[src/rtl/ilc_pkg.sv]
package ilc_pkg;

	// ==========================================================
	// register map (byte index on the 3-bit address port)
	localparam logic [2:0] ILC_LINE_CTRL_OFS = 3'h0;
	localparam logic [2:0] ILC_MODE_OFS      = 3'h1;
	localparam logic [2:0] ILC_XFER_CFG_OFS  = 3'h2;
	localparam logic [2:0] ILC_TX_DATA_OFS   = 3'h3;
	localparam logic [2:0] ILC_STATUS_OFS    = 3'h4;
	localparam logic [2:0] ILC_RX_DATA_OFS   = 3'h5;

	// ==========================================================
	// line control fields
	localparam int ILC_SDA_LEVEL_BIT  = 5;
	localparam int ILC_SDA_GUARD_BIT  = 4;
	localparam int ILC_SCL_MON_BIT    = 3;
	localparam int ILC_RSVD_HI_BIT    = 2;
	localparam int ILC_SOFT_RST_BIT   = 1;
	localparam int ILC_RSVD_LO_BIT    = 0;

	// ==========================================================
	// mode fields
	localparam int ILC_BIT_ORDER_BIT  = 7;
	localparam int ILC_WAIT_BIT       = 6;
	localparam logic [7:0] ILC_MODE_FIXED_ONES = 8'h38;

	// ==========================================================
	// transfer configuration and status fields
	localparam int ILC_CFG_MASTER_BIT = 0;
	localparam int ILC_CFG_SYNC_BIT   = 1;
	localparam int ILC_ST_BUSY_BIT    = 0;
	localparam int ILC_ST_ACK_BIT     = 1;

	// ==========================================================
	// reset values
	localparam logic       ILC_SDA_LEVEL_RST = 1'b1;
	localparam logic       ILC_BIT_ORDER_RST = 1'b0;
	localparam logic       ILC_WAIT_RST      = 1'b0;
	localparam logic [1:0] ILC_XFER_CFG_RST  = 2'h1;
	localparam logic [7:0] ILC_DATA_RST      = 8'h00;

	// ==========================================================
	// timing
	localparam int ILC_CLK_MHZ       = 50;
	localparam int ILC_HALF_BIT_NS   = 5000;
	localparam int ILC_HALF_BIT_CYC  = ILC_HALF_BIT_NS * ILC_CLK_MHZ / 1000;
	localparam int ILC_WAIT_CLOCKS   = 2;
	localparam logic [2:0] ILC_WAIT_HALVES = 3'(2 * ILC_WAIT_CLOCKS);
	localparam logic [3:0] ILC_LAST_DATA_IDX = 4'h7;
	localparam logic [3:0] ILC_ACK_IDX       = 4'h8;

	typedef enum logic [2:0]
	{
		ILC_IDLE = 3'h0,
		ILC_LOW  = 3'h1,
		ILC_HIGH = 3'h3,
		ILC_WAIT = 3'h2,
		ILC_DONE = 3'h6
	} ilc_state_t;

endpackage

[src/rtl/ilc_line_ctrl.sv]
module ilc_line_ctrl
	import ilc_pkg::*;
(
	input  wire logic       clk,
	input  wire logic       nrst,
	input  wire logic [2:0] addr,
	input  wire logic [7:0] wdata,
	input  wire logic       wr,
	input  wire logic       rd,
	output logic      [7:0] rdata,
	input  wire logic       sda_in,
	output logic            sda_out,
	output logic            sda_oe_n,
	output logic            scl_out,
	output logic            scl_oe_n
);

	// ==========================================================
	// reset release
	logic       rst_meta_ff;
	logic       rst_n_ff;

	always_ff @(posedge clk or negedge nrst)
	begin
		if (!nrst)
		begin
			rst_meta_ff <= 1'b0;
			rst_n_ff    <= 1'b0;
		end
		else
		begin
			rst_meta_ff <= 1'b1;
			rst_n_ff    <= rst_meta_ff;
		end
	end

	// ==========================================================
	// declarations
	logic       sda_level_ff;
	logic       bit_order_ff;
	logic       wait_en_ff;
	logic [1:0] xfer_cfg_ff;
	logic [7:0] tx_data_ff;
	logic [7:0] rx_data_ff;
	logic       ack_ff;
	logic       soft_rst_ff;
	logic       start_ff;
	logic [7:0] rdata_ff;
	ilc_state_t state_ff;
	ilc_state_t nxt_state;
	logic [3:0] bit_idx_ff;
	logic [2:0] wait_cnt_ff;
	logic [8:0] div_cnt_ff;
	logic       tick;
	logic       eng_scl;
	logic       eng_sda;
	logic       busy;
	logic       sda_drv_level;
	logic       bus_fmt_master;

	localparam logic [8:0] DIV_LAST = 9'(ILC_HALF_BIT_CYC - 1);

	function automatic logic ilc_pick_bit(
		input logic [7:0] data,
		input logic [3:0] idx,
		input logic       lsb_first
	);
		logic [2:0] pos;
		pos = lsb_first ? idx[2:0] : 3'h7 - idx[2:0];
		return data[pos];
	endfunction

	assign busy           = (state_ff != ILC_IDLE);
	assign bus_fmt_master = xfer_cfg_ff[ILC_CFG_MASTER_BIT]
		& ~xfer_cfg_ff[ILC_CFG_SYNC_BIT];

	// ==========================================================
	// software registers; the soft reset never touches these
	wire wr_line = wr && (addr == ILC_LINE_CTRL_OFS);
	wire wr_mode = wr && (addr == ILC_MODE_OFS);

	always_ff @(posedge clk or negedge rst_n_ff)
	begin
		if (!rst_n_ff)
			sda_level_ff <= ILC_SDA_LEVEL_RST;
		else if (wr_line && !wdata[ILC_SDA_GUARD_BIT])
			sda_level_ff <= wdata[ILC_SDA_LEVEL_BIT];
	end

	// one-cycle pulse; reads back 0 outside that cycle
	always_ff @(posedge clk or negedge rst_n_ff)
	begin
		if (!rst_n_ff)
			soft_rst_ff <= 1'b0;
		else
			soft_rst_ff <= wr_line && wdata[ILC_SOFT_RST_BIT];
	end

	always_ff @(posedge clk or negedge rst_n_ff)
	begin
		if (!rst_n_ff)
		begin
			bit_order_ff <= ILC_BIT_ORDER_RST;
			wait_en_ff   <= ILC_WAIT_RST;
		end
		else if (wr_mode)
		begin
			bit_order_ff <= wdata[ILC_BIT_ORDER_BIT];
			wait_en_ff   <= wdata[ILC_WAIT_BIT];
		end
	end

	always_ff @(posedge clk or negedge rst_n_ff)
	begin
		if (!rst_n_ff)
			xfer_cfg_ff <= ILC_XFER_CFG_RST;
		else if (wr && (addr == ILC_XFER_CFG_OFS))
			xfer_cfg_ff <= wdata[1:0];
	end

	// a write while busy is dropped so the shifter stays consistent
	always_ff @(posedge clk or negedge rst_n_ff)
	begin
		if (!rst_n_ff)
		begin
			tx_data_ff <= ILC_DATA_RST;
			start_ff   <= 1'b0;
		end
		else
		begin
			start_ff <= 1'b0;
			if (wr && (addr == ILC_TX_DATA_OFS) && !busy
				&& xfer_cfg_ff[ILC_CFG_MASTER_BIT])
			begin
				tx_data_ff <= wdata;
				start_ff   <= 1'b1;
			end
		end
	end

	// ==========================================================
	// transfer clock divider: one enable pulse per half bit
	always_ff @(posedge clk or negedge rst_n_ff)
	begin
		if (!rst_n_ff)
			div_cnt_ff <= 9'h000;
		else if (soft_rst_ff || !busy || div_cnt_ff == DIV_LAST)
			div_cnt_ff <= 9'h000;
		else
			div_cnt_ff <= div_cnt_ff + 9'h001;
	end

	assign tick = busy && (div_cnt_ff == DIV_LAST);

	// ==========================================================
	// protocol engine
	always_comb
	begin
		nxt_state = state_ff;
		case (state_ff)
			ILC_IDLE:
			begin
				if (start_ff)
					nxt_state = ILC_LOW;
			end
			ILC_LOW:
			begin
				if (tick)
					nxt_state = ILC_HIGH;
			end
			ILC_HIGH:
			begin
				if (tick)
				begin
					if (bit_idx_ff == ILC_ACK_IDX)
						nxt_state = ILC_DONE;
					else if (bit_idx_ff == ILC_LAST_DATA_IDX)
					begin
						if (xfer_cfg_ff[ILC_CFG_SYNC_BIT])
							nxt_state = ILC_DONE;
						else if (bus_fmt_master && wait_en_ff)
							nxt_state = ILC_WAIT;
						else
							nxt_state = ILC_LOW;
					end
					else
						nxt_state = ILC_LOW;
				end
			end
			ILC_WAIT:
			begin
				if (tick && wait_cnt_ff == 3'h1)
					nxt_state = ILC_LOW;
			end
			ILC_DONE:
			begin
				nxt_state = ILC_IDLE;
			end
			default:
			begin
				nxt_state = ILC_IDLE;
			end
		endcase
	end

	always_ff @(posedge clk or negedge rst_n_ff)
	begin
		if (!rst_n_ff)
			state_ff <= ILC_IDLE;
		else if (soft_rst_ff)
			state_ff <= ILC_IDLE;
		else
			state_ff <= nxt_state;
	end

	always_ff @(posedge clk or negedge rst_n_ff)
	begin
		if (!rst_n_ff)
			bit_idx_ff <= 4'h0;
		else if (soft_rst_ff || state_ff == ILC_IDLE)
			bit_idx_ff <= 4'h0;
		else if (state_ff == ILC_HIGH && nxt_state != ILC_HIGH)
			bit_idx_ff <= bit_idx_ff + 4'h1;
	end

	// scl held low for the extra transfer clocks
	always_ff @(posedge clk or negedge rst_n_ff)
	begin
		if (!rst_n_ff)
			wait_cnt_ff <= 3'h0;
		else if (soft_rst_ff)
			wait_cnt_ff <= 3'h0;
		else if (nxt_state == ILC_WAIT && state_ff != ILC_WAIT)
			wait_cnt_ff <= ILC_WAIT_HALVES;
		else if (state_ff == ILC_WAIT && tick)
			wait_cnt_ff <= wait_cnt_ff - 3'h1;
	end

	// sample on the rising scl half; ack slot samples the peer
	always_ff @(posedge clk or negedge rst_n_ff)
	begin
		if (!rst_n_ff)
		begin
			rx_data_ff <= ILC_DATA_RST;
			ack_ff     <= 1'b0;
		end
		else if (state_ff == ILC_HIGH && tick)
		begin
			if (bit_idx_ff == ILC_ACK_IDX)
				ack_ff <= ~sda_in;
			else if (bit_order_ff)
				rx_data_ff <= {sda_in, rx_data_ff[7:1]};
			else
				rx_data_ff <= {rx_data_ff[6:0], sda_in};
		end
	end

	// ==========================================================
	// pin drive: open drain, oe_n low only when pulling low
	always_comb
	begin
		eng_scl = 1'b1;
		eng_sda = sda_level_ff;
		case (state_ff)
			ILC_LOW, ILC_WAIT:
			begin
				eng_scl = 1'b0;
				eng_sda = (bit_idx_ff == ILC_ACK_IDX) ? 1'b1
					: ilc_pick_bit(tx_data_ff, bit_idx_ff, bit_order_ff);
			end
			ILC_HIGH:
			begin
				eng_scl = 1'b1;
				eng_sda = (bit_idx_ff == ILC_ACK_IDX) ? 1'b1
					: ilc_pick_bit(tx_data_ff, bit_idx_ff, bit_order_ff);
			end
			default:
			begin
				eng_scl = 1'b1;
				eng_sda = sda_level_ff;
			end
		endcase
	end

	// a released data bit also lets the stored level through low
	assign sda_drv_level = busy ? (eng_sda & sda_level_ff) : sda_level_ff;

	always_ff @(posedge clk or negedge rst_n_ff)
	begin
		if (!rst_n_ff)
		begin
			sda_oe_n <= 1'b1;
			scl_oe_n <= 1'b1;
		end
		else
		begin
			sda_oe_n <= sda_drv_level;
			scl_oe_n <= eng_scl;
		end
	end

	assign sda_out = 1'b0;
	assign scl_out = 1'b0;

	// ==========================================================
	// read port: data valid in the cycle after the strobe
	always_ff @(posedge clk or negedge rst_n_ff)
	begin
		if (!rst_n_ff)
			rdata_ff <= 8'h00;
		else if (rd)
		begin
			case (addr)
				ILC_LINE_CTRL_OFS:
				begin
					rdata_ff <= 8'h00;
					rdata_ff[ILC_SDA_LEVEL_BIT] <= sda_oe_n;
					rdata_ff[ILC_SDA_GUARD_BIT] <= 1'b1;
					rdata_ff[ILC_SCL_MON_BIT]   <= scl_oe_n;
					rdata_ff[ILC_RSVD_HI_BIT]   <= 1'b1;
					rdata_ff[ILC_SOFT_RST_BIT]  <= soft_rst_ff;
					rdata_ff[ILC_RSVD_LO_BIT]   <= 1'b1;
				end
				ILC_MODE_OFS:
				begin
					rdata_ff <= ILC_MODE_FIXED_ONES;
					rdata_ff[ILC_BIT_ORDER_BIT] <= bit_order_ff;
					rdata_ff[ILC_WAIT_BIT]      <= wait_en_ff;
				end
				ILC_XFER_CFG_OFS:
					rdata_ff <= {6'h00, xfer_cfg_ff};
				ILC_TX_DATA_OFS:
					rdata_ff <= tx_data_ff;
				ILC_STATUS_OFS:
				begin
					rdata_ff <= 8'h00;
					rdata_ff[ILC_ST_BUSY_BIT] <= busy;
					rdata_ff[ILC_ST_ACK_BIT]  <= ack_ff;
				end
				ILC_RX_DATA_OFS:
					rdata_ff <= rx_data_ff;
				default:
					rdata_ff <= 8'h00;
			endcase
		end
		else
			rdata_ff <= 8'h00;
	end

	assign rdata = rdata_ff;

endmodule

[config.mk]
export PLATFORM = sky130hd
export DESIGN_NAME = ilc_line_ctrl
export DESIGN_NICKNAME = d
export VERILOG_FILES = /design/src/rtl/ilc_pkg.sv /design/src/rtl/ilc_line_ctrl.sv
export SDC_FILE = /design/constraint.sdc
export NUM_CORES = 1
export LEC_CHECK = 0
export BUFFER_PORTS_ARGS = -buffer_cell sky130_fd_sc_hd__buf_2
export CAP_MARGIN = 20
export CELL_PAD_IN_SITES_DETAIL_PLACEMENT = 1
export CELL_PAD_IN_SITES_GLOBAL_PLACEMENT = 2
export CORE_AREA = 2 2 88 90
export DETAILED_ROUTE_END_ITERATION = 12
export DIE_AREA = 0 0 90 92
export GPL_ROUTABILITY_DRIVEN = 0
export PLACE_DENSITY_LB_ADDON = 0.08
export SLEW_MARGIN = 15
export SYNTH_ARGS = -nofsm -noshare
export SYNTH_HDL_FRONTEND = slang
export SYNTH_SLANG_ARGS = --single-unit
[constraint.sdc]
create_clock -name clk -period 3.1 [get_ports clk]
set_clock_uncertainty 0.2 [all_clocks]
set_input_delay 0.31 -clock clk [delete_from_list [all_inputs] [get_ports clk]]
set_output_delay 0.31 -clock clk [all_outputs]
set_load 0.02 [all_outputs]
==> results of run 1 <==
-- path summary, 6_finish.rpt --
check,end,cells after the start
setup / recovery,wait_cnt_ff[1],7
hold / removal,ack_ff,2
setup reg to reg,wait_cnt_ff[1],7
hold reg to reg,div_cnt_ff[8],0
max in group asynchronous,xfer_cfg_ff[0],1
min in group asynchronous,rst_n_ff,2
-- stage by stage --
step	setup WS [ps]	hold WS, ps	power [uW]	std cells	util (%)
after global placement	842	-105	1330	397	41.5
after floorplan	1020	-186	1210	286	-
after CTS	726	26.3	1770	406	42.8
final	723	31.8	1740	406	42.8
after global routing	520	14.2	1850	406	42.8
after detailed placement	751	-104	1340	397	41.5
-- state kept, by name, summed over array words and instances, names as in the netlist --
register      cells
ack_ff            1
bit_idx_ff        4
bit_order_ff      1
div_cnt_ff        9
rdata             8
rst_meta_ff       1
rst_n_ff          1
rx_data_ff        8
scl_oe_n          1
sda_level_ff      1
sda_oe_n          1
soft_rst_ff       1
start_ff          1
state_ff          3
tx_data_ff        8
wait_cnt_ff       3
wait_en_ff        1
xfer_cfg_ff       2
-- area by class of cell --
cell class / count / share of cell area (%)
clock buffers: 7 / 2.71
clock inverters: 1 / 0.157
inverters: 8 / 0.942
multi-input cells: 205 / 44.1
flip-flops and latches: 55 / 43.4
well taps: 102 / 4.00
repair buffers: 28 / 4.71
-- cell families (layout without fill, tap and decap cells) --
logic type                 Yosys count  count (layout)  synth area share [%]
AOI/OAI and AO/OA                   47              47                  10.9
xor gates and xnor gates            12              12                  3.61
buffers and inverters               26              44                  4.38
and+or+nand+nor                    104             104                  18.9
muxes                               33              33                  12.0
adders and majority gates            6               6                  2.58
other                                2               3                 0.258
DFF                                 55              55                  47.4
-- cell usage after synthesis (2+ instances only) --
master,number
dfrtp_1,51
nor2_1,35
nand2_1,19
mux2i_1,18
mux2_2,15
a21oi_1,14
o21ai_0,10
buf_2,9
inv_1,8
xnor2_1,8
nand3_1,7
nor2b_1,7
and2_1,6
ha_1,6
dfstp_2,4
xor2_1,4
a31oi_1,3
and3_1,3
buf_1,3
buf_4,3
nand2b_1,3
nand4_1,3
nor3_1,3
o21ai_1,3
a2111oi_0,2
a311oi_1,2
and4_1,2
clkbuf_1,2
conb_1,2
nor2_2,2
nor3b_1,2
o211ai_1,2
o31a_1,2
-- cells in the final DEF (no fill, tap or decap), types with 4 or more instances in the layout --
cell	Yosys	routed
and2_1	6	6
inv_1	8	8
nand3_1	7	7
buf_2	9	25
o21ai_0	10	10
mux2i_1	18	18
nor2_1	35	35
mux2_2	15	15
ha_1	6	6
xnor2_1	8	8
nand2_1	19	19
xor2_1	4	4
a21oi_1	14	14
dfstp_2	4	4
clkbuf_8	0	6
nor2b_1	7	7
dfrtp_1	51	50
-- power groups by stage --
stage / Sequential, uW / Combinational (uW) / Clock, uW
4_1_cts: 955 / 375 / 437
2_1_floorplan: 919 / 294 / 0
3_3_place_gp: 966 / 364 / 0
6_report: 954 / 368 / 415
3_5_place_dp: 969 / 370 / 0
5_1_grt: 975 / 416 / 461
-- routing by layer --
layer	GRT usage, %	up-vias	routed length, microns
li1	-	1020	-
met1	25.6	1041	3520
met2	26.2	17	3080
met3	2.47	4	88
met4	3.08	0	47
met5	0	-	0
-- what timing repair did --
item	CTS	global route
endpoints found under the hold margin	2	0
buffers inserted	0	0
hold buffers	1	0
==> out/metrics.cfg, run 1 <==
[clock_tree]
ctsResizeCount = 0
cts_buffer_depth = 2
path_clk_slew_ps = 100
cts-root-buf = clkbuf_8
numCtsBuffers = 5
clock_latency_ps = 310
cts_max_level = 2
cts_tree = done
clock-sinks = 55

[setup_path]
path_buf_inv = 1
arrival_ps = 2380
r2r_start = bit_idx_ff[0]
end_kind = register
worst_setup_path_start_kind = register
slowest_stage = dfrtp_1
cp.required_ps = 3110
cp_max_fo = 14
path_cells = inv_1 > ha_1 > nand3b_4 > o21ai_1 > a311oi_2 > a211oi_2 > a2111oi_2
crit_path_start = bit_idx_ff[0]
ff2ff_setup_slack_ps = 720
cpPeakStageDelay_ps = 720
critical_path_class = register to register
critPathTopFamily = compound AO/OA/AOI/OAI gates

[timing]
setup-tns-final_ps = 0
max_freq_mhz = 421
period_minus_slack_ps = 2380
setup_violations = 0
hold_viol = 0
finalMaxSlewViolations = 0
rsz0062_at_grt = no
worstMarginPinSlew_ps = 806
finalCritPeriodShare_pct = 76.7
relSlewSlack_pct = 46.3

[cells_and_area]
multiInputGateArea_sq_um = 1410
num-fill-cells = 856
antennaDiodeCount = 0
fin_nets = 325
ff_latch_area_sq_um = 1380
final_area_sq_um = 3190
area_growth_pct = 9.49
drive_gt1_share_pct = 21.4

[routing]
drt_wl_total_mm = 6.73
first_iter_violations = 106
ant_nets = 0
drt_pass1_iterations = 4
wire_per_inst_microns = 16.6
vias_per_cell = 5.13
drc_errors = 0
vias = 2082

[pwr]
p_sw_share_pct = 32.1
pwr-share-comb_pct = 21.2
p_leak_uw = 0.00139
cellPowerDensity_nw_per_um2 = 545
p_int_uw = 1180
p_switching_uw = 558
ir_drop_mv = 0.237
power_frac_clock_pct = 23.9
power_frac_seq_pct = 54.9

[job]
cap_violations = 0

[floorplanning]
start_util_pct = 39.1
die_area_sq_um = 8280
io-pin-count = 28
die_h_microns = 92
coreArea_sq_um = 7450
num_rows = 32
die_w_microns = 90

[outcome]
status = finished, final reports clean

[logic_synthesis]
ys_warn_count = 0
yosys-top-cells-area = dfrtp_1 44%, mux2i_1 6.2%, mux2_2 5.8%
ys_seq_elements = 55
ys.flop_type = dfrtp_1
synth_top_area_share_pct = 43.8
ys_seq_area_share_pct = 47.4
ys_async_sr_fraction_pct = 100
synthCells = 285
synth.distinct_cells = 55
yosysTopAreaCell = dfrtp_1
synth.avg_cell_area_sq_um = 10.2
synth-edff-count = 0
netlist_area_sq_um = 2910

[placed_design]
post-dp-hpwl_mm = 4.89
place_area_sq_um = 3090
port_buffers = 25

[grt]
globalRouteTotalUtil_pct = 17.0
grt_pass1_wl_mm = 11.2
grt_start_max_net_pins = 37
grt_pass1_vias = 2161
antenna_found_initial = 0
grt.overflow.total = 0

[worst_hold_path]
hold_class = input port to register
min_from = sda_in

(Power assumes the default switching activity.)
==> inputs of run 2 (changes only) <==
--- a/config.mk
+++ b/config.mk
@@ -9,9 +9,9 @@
 export CAP_MARGIN = 20
 export CELL_PAD_IN_SITES_DETAIL_PLACEMENT = 1
 export CELL_PAD_IN_SITES_GLOBAL_PLACEMENT = 2
-export CORE_AREA = 2 2 88 90
+export CORE_AREA = 2 2 91 93
 export DETAILED_ROUTE_END_ITERATION = 12
-export DIE_AREA = 0 0 90 92
+export DIE_AREA = 0 0 93 95
 export GPL_ROUTABILITY_DRIVEN = 0
 export PLACE_DENSITY_LB_ADDON = 0.08
 export SLEW_MARGIN = 15
==> constraint.sdc (replaced) <==
create_clock -name clk -period 2.24 [get_ports clk]
set_clock_uncertainty 0.2 [all_clocks]
set_input_delay 0.224 -clock clk [delete_from_list [all_inputs] [get_ports clk]]
set_output_delay 0.224 -clock clk [all_outputs]
set_load 0.02 [all_outputs]
==> out/metrics.cfg, run 2 (synthesis results as in run 1) <==
[grt]
antenna_found_initial = 0  ; unchanged
globalRouteTotalUtil_pct = 16.8  ; was 17.0%
grt_start_max_net_pins = 24  ; was 37
grt_pass1_wl_mm = 11.5  ; was 11.2 mm
grt.overflow.total = 0  ; unchanged
grt_pass1_vias = 2183  ; was 2161

[timing]
finalCritPeriodShare_pct = 89.2  ; was 76.7%
finalMaxSlewViolations = 0  ; unchanged
setup_violations = 0  ; unchanged
period_minus_slack_ps = 2000  ; was 2380 ps
max_freq_mhz = 500  ; was 421 MHz
setup_slack_ps = 241  ; was 723 ps
whs_ps = 10.5  ; was 31.8 ps
setup-tns-final_ps = 0  ; unchanged
hold_viol = 0  ; unchanged
rsz0062_at_grt = no  ; unchanged

[setup_path]
r2r_start = div_cnt_ff[1]  ; was bit_idx_ff[0]
slowest_stage = dfrtp_1  ; unchanged
critical_path_class = register to register  ; unchanged
critPathTopFamily = simple AND/OR/NAND/NOR gates  ; was compound AO/OA/AOI/OAI gates
end_kind = register  ; unchanged
reg2reg_depth = 7  ; unchanged
path_buf_inv = 1  ; unchanged
worst_setup_path_start_kind = register  ; unchanged
ff2ff_setup_slack_ps = 240  ; was 720 ps
cp.required_ps = 2220  ; was 3110 ps
cpPeakStageDelay_ps = 420  ; was 720 ps
arrival_ps = 1980  ; was 2380 ps
cp_max_fo = 16  ; was 14
path_cells = inv_1 > ha_1 > and4bb_1 > and4_1 > nand2_2 > nand2_1 > o21ai_0  ; was inv_1 > ha_1 > nand3b_4 > o21ai_1 > a311oi_2 > a211oi_2 > a2111oi_2
r2r-end = rx_data_ff[1]  ; was wait_cnt_ff[1]

[cells_and_area]
antennaDiodeCount = 0  ; unchanged
largest-register = div_cnt_ff  ; unchanged
final_util_pct = 42.5  ; was 42.8%
layout.cells.most_common_list = 49 x dfrtp_1, 35 x nor2_1, 25 x buf_2, 19 x nand2_1, 18 x mux2i_1  ; was 50 x dfrtp_1, 35 x nor2_1, 25 x buf_2, 19 x nand2_1, 18 x mux2i_1
fin_nets = 343  ; was 325
largest_reg_flops = 9  ; unchanged
area_growth_pct = 15.7  ; was 9.49%
final_common_cell = dfrtp_1  ; unchanged
drive_gt1_share_pct = 23.0  ; was 21.4%

[routing]
drc_errors = 0  ; unchanged
drt_pass1_iterations = 4  ; unchanged
vias = 2145  ; was 2082
ant_nets = 0  ; unchanged
vias_per_cell = 5.02  ; was 5.13
wire_per_inst_microns = 16.0  ; was 16.6 microns
first_iter_violations = 31  ; was 106
drt_wl_total_mm = 6.82  ; was 6.73 mm

[clock_tree]
path_clk_slew_ps = 90  ; was 100 ps
clock-sinks = 55  ; unchanged
cts_tree = done  ; unchanged
post_cts_buffers = 0  ; unchanged
cts_buffer_depth = 2  ; unchanged
numCtsBuffers = 5  ; unchanged
cts-root-buf = clkbuf_8  ; unchanged
cts_max_level = 2  ; unchanged
clock_latency_ps = 300  ; was 310 ps

[job]
cap_violations = 0  ; unchanged

[floorplanning]
die_w_microns = 93  ; was 90 microns
coreArea_sq_um = 7930  ; was 7450 sq um
num_rows = 33  ; was 32
die_area_sq_um = 8840  ; was 8280 sq um
start_util_pct = 36.7  ; was 39.1%
io-pin-count = 28  ; unchanged
die_h_microns = 95  ; was 92 microns

[outcome]
status = finished, final reports clean  ; unchanged

[pwr]
power_uw = 2520  ; was 1740 uW
p_leak_uw = 0.00147  ; was 0.00139 uW
ir_drop_mv = 0.378  ; was 0.237 mV
cellPowerDensity_nw_per_um2 = 749  ; was 545 nW/um^2

[placed_design]
dpl_worst_slack_ps = 105  ; was 751 ps
port_buffers = 25  ; unchanged
post-dp-hpwl_mm = 5.15  ; was 4.89 mm

[worst_hold_path]
hold_class = register to async pin  ; was input port to register

## run 2: per-stage QoR
stage | std cells | area (sq um)
finish | 427 | 3370
global route | 427 | 3370
global placement | 408 | 3150
floorplan | 286 | 2920
detailed placement | 408 | 3150
CTS | 427 | 3370
## run 2: what timing repair did
item / in CTS / in global routing
endpoints found under the hold margin: 18 / 0
hold buffers: 11 / 0
gates resized for setup: 0 / 2
endpoints found under the setup margin: 0 / 1
## run 2: worst reg2reg max path: cells and delay by family, from the launching register on
family / cells / cell delay [ps]
AO/OA/AOI/OAI: 1 / 80
AND/OR/NAND/NOR: 4 / 940
flip-flops: 1 / 420
buffers and inverters: 1 / 70
adder cells (fa/ha/maj): 1 / 170
## run 2: cell type report
class                   instances  area [sq um]
clock buffers                   7          76.3
repair buffers                 46           310
clock inverters                 1          30.0
multi-input cells             205          1410
inverters                       8          30.0
fillers                       933          4560
flip-flops and latches         55          1380
well taps                     105           131
## run 2: where the power goes
part | leakage [uW] | internal (uW) | switching [uW]
combinational | 0.000737 | 283 | 318
sequential | 0.000683 | 1130 | 137
clock | 0.0000524 | 335 | 315
total | 0.00147 | 1750 | 770
## run 2: worst max path at each step
stage | start | end | slack (ps) | cells after the start
floorplan | bit_idx_ff[0] | wait_cnt_ff[1] | 160 | 8
global placement | bit_idx_ff[1] | wait_cnt_ff[1] | 200 | 7
detailed placement | bit_idx_ff[1] | wait_cnt_ff[1] | 110 | 7
CTS | bit_idx_ff[1] | wait_cnt_ff[1] | 90 | 7
global route | div_cnt_ff[1] | rx_data_ff[1] | 50 | 7
finish | div_cnt_ff[1] | rx_data_ff[1] | 240 | 7
## run 2: layer usage
metal / track usage, % / share of wire (%)
met3: 2.87 / 2.0
met4: 3.31 / 0.88
met1: 25.3 / 52
met2: 25.5 / 45
met5: 0 / 0
==> inputs of run 3 (changes only) <==
==> constraint.sdc (replaced) <==
create_clock -name clk -period 2.24 [get_ports clk]
set_clock_uncertainty 0.2 [all_clocks]
set_input_delay 0.336 -clock clk [delete_from_list [all_inputs] [get_ports clk]]
set_output_delay 0.336 -clock clk [all_outputs]
set_load 0.02 [all_outputs]
==> out/metrics.cfg, run 3 (synthesis results as in run 1) <==
[outcome]
status = finished, final reports clean  ; unchanged

[setup_path]
reg2reg_depth = 7  ; unchanged
arrival_ps = 1990  ; was 1980 ps
worst_setup_path_start_kind = register  ; unchanged
r2r_start = div_cnt_ff[1]  ; unchanged
cp_max_fo = 16  ; unchanged
r2r-end = rx_data_ff[0]  ; was rx_data_ff[1]
cp-endpoint = rx_data_ff[0]  ; was rx_data_ff[1]
critical_path_class = register to register  ; unchanged
crit_path_start = div_cnt_ff[1]  ; unchanged
ff2ff_setup_slack_ps = 230  ; was 240 ps
end_kind = register  ; unchanged
cp.required_ps = 2230  ; was 2220 ps

[grt]
grt_pass1_vias = 2156  ; was 2183
grt_start_max_net_pins = 18  ; was 24
grt_pass1_wl_mm = 11.3  ; was 11.5 mm
globalRouteTotalUtil_pct = 16.5  ; was 16.8%
grt.overflow.total = 0  ; unchanged
antenna_found_initial = 0  ; unchanged

[timing]
rsz0062_at_grt = no  ; unchanged
setup_violations = 0  ; unchanged
finalCritPeriodShare_pct = 89.5  ; was 89.2%
finalMaxSlewViolations = 0  ; unchanged
period_minus_slack_ps = 2010  ; was 2000 ps
max_freq_mhz = 499  ; was 500 MHz
setup_slack_ps = 235  ; was 241 ps
relSlewSlack_pct = 58.4
hold_viol = 0  ; unchanged
setup-tns-final_ps = 0  ; unchanged
worstMarginPinSlew_ps = 622

[clock_tree]
cts_buffer_depth = 2  ; unchanged
cts-root-buf = clkbuf_8  ; unchanged
cts_tree = done  ; unchanged
path_clk_slew_ps = 100  ; was 90 ps
cts_max_level = 2  ; unchanged
numCtsBuffers = 5  ; unchanged
clock-sinks = 55  ; unchanged
clock_latency_ps = 310  ; was 300 ps

[floorplanning]
die_w_microns = 93  ; unchanged
num_rows = 33  ; unchanged
die_h_microns = 95  ; unchanged
io-pin-count = 28  ; unchanged
die_area_sq_um = 8840  ; unchanged
start_util_pct = 36.7  ; unchanged
coreArea_sq_um = 7930  ; unchanged

[cells_and_area]
largest-register = div_cnt_ff  ; unchanged
fin_nets = 335  ; was 343
final_common_cell = dfrtp_1  ; unchanged
largest_reg_flops = 9  ; unchanged
area_growth_pct = 12.6  ; was 15.7%
final_util_pct = 41.4  ; was 42.5%
drive_gt1_share_pct = 24.8  ; was 23.0%
layout.cells.most_common_list = 48 x dfrtp_1, 35 x nor2_1, 25 x buf_2, 19 x nand2_1, 18 x mux2i_1  ; was 49 x dfrtp_1, 35 x nor2_1, 25 x buf_2, 19 x nand2_1, 18 x mux2i_1
antennaDiodeCount = 0  ; unchanged
num-fill-cells = 936  ; was 933
stdcell_count = 419  ; was 427

[routing]
drc_errors = 0  ; unchanged
drt_wl_total_mm = 6.90  ; was 6.82 mm
ant_nets = 0  ; unchanged
first_iter_violations = 44  ; was 31
vias = 2087  ; was 2145
wire_per_inst_microns = 16.5  ; was 16.0 microns
drt_pass1_iterations = 4  ; unchanged
vias_per_cell = 4.98  ; was 5.02

[job]
cap_violations = 0  ; unchanged

[placed_design]
port_buffers = 25  ; unchanged
post-dp-hpwl_mm = 5.13  ; was 5.15 mm
place_inst = 407  ; was 408
dpl_worst_slack_ps = 132  ; was 105 ps

[worst_hold_path]
hold_class = input port to register  ; was register to async pin
hold_depth = 2

[pwr]
ir_drop_mv = 0.277  ; was 0.378 mV
power_uw = 2470  ; was 2520 uW
p_leak_uw = 0.00143  ; was 0.00147 uW
cellPowerDensity_nw_per_um2 = 752  ; was 749 nW/um^2

-- run 3: layer usage --
layer  global-route usage [%]  wire length [microns]  up-vias
met2                     24.9                   3090       19
met4                     2.94                     30        0
met5                        0                      0        -
met3                     2.63                    140        2
met1                     25.3                   3650     1031
li1                         -                      -     1035
-- run 3: final cells by class --
| cell class | count | area (sq um) | share of cell area (%) |
|---|---|---|---|
| clock buffer | 6 | 82.6 | 2.52 |
| clock inverter | 2 | 16.3 | 0.496 |
| inverter | 8 | 30.0 | 0.915 |
| multi-input combinational | 205 | 1410 | 42.9 |
| sequential | 55 | 1390 | 42.2 |
| tap | 105 | 131 | 4.00 |
| timing repair buffer | 38 | 228 | 6.94 |
-- run 3: stage by stage --
| stage | hold slack (ps) | instance area [sq um] |
|---|---|---|
| after floorplan | -160 | 2920 |
| after global placement | -78.9 | 3140 |
| after detailed placement | -78.6 | 3140 |
| after CTS | 47.0 | 3260 |
| after global routing | 64.2 | 3280 |
| final | 51.4 | 3280 |
-- run 3: how the worst min path moves through the flow --
stage | start | end | slack [ps]
2_1_floorplan | nrst | rst_meta_ff | -160
3_3_place_gp | nrst | rst_meta_ff | -80
3_5_place_dp | nrst | rst_meta_ff | -80
4_1_cts | sda_in | ack_ff | 50
5_1_grt | wdata[2] | tx_data_ff[2] | 60
6_report | sda_in | ack_ff | 50
-- run 3: report_power, final --
part | switching [uW] | total (uW) | internal [uW]
Combinational | 323 | 598 | 275
Clock | 345 | 599 | 254
Sequential | 135 | 1270 | 1130
Total | 803 | 2470 | 1660
-- run 3: repair_timing --
item / in CTS / in global routing
resized for setup: 0 / 3
buffers inserted: 0 / 2
hold buffers: 2 / 0
endpoints found under the hold margin: 14 / 0
setup endpoints to repair: 0 / 2
-- run 3: critical path, cell delays in order, from the launching register on --
cell and delay [ps]:
dfrtp_1 430, inv_1 70, ha_1 180, and4bb_1 240
and4_1 340, nand2_2 230, nand2_1 120, o21ai_0 80
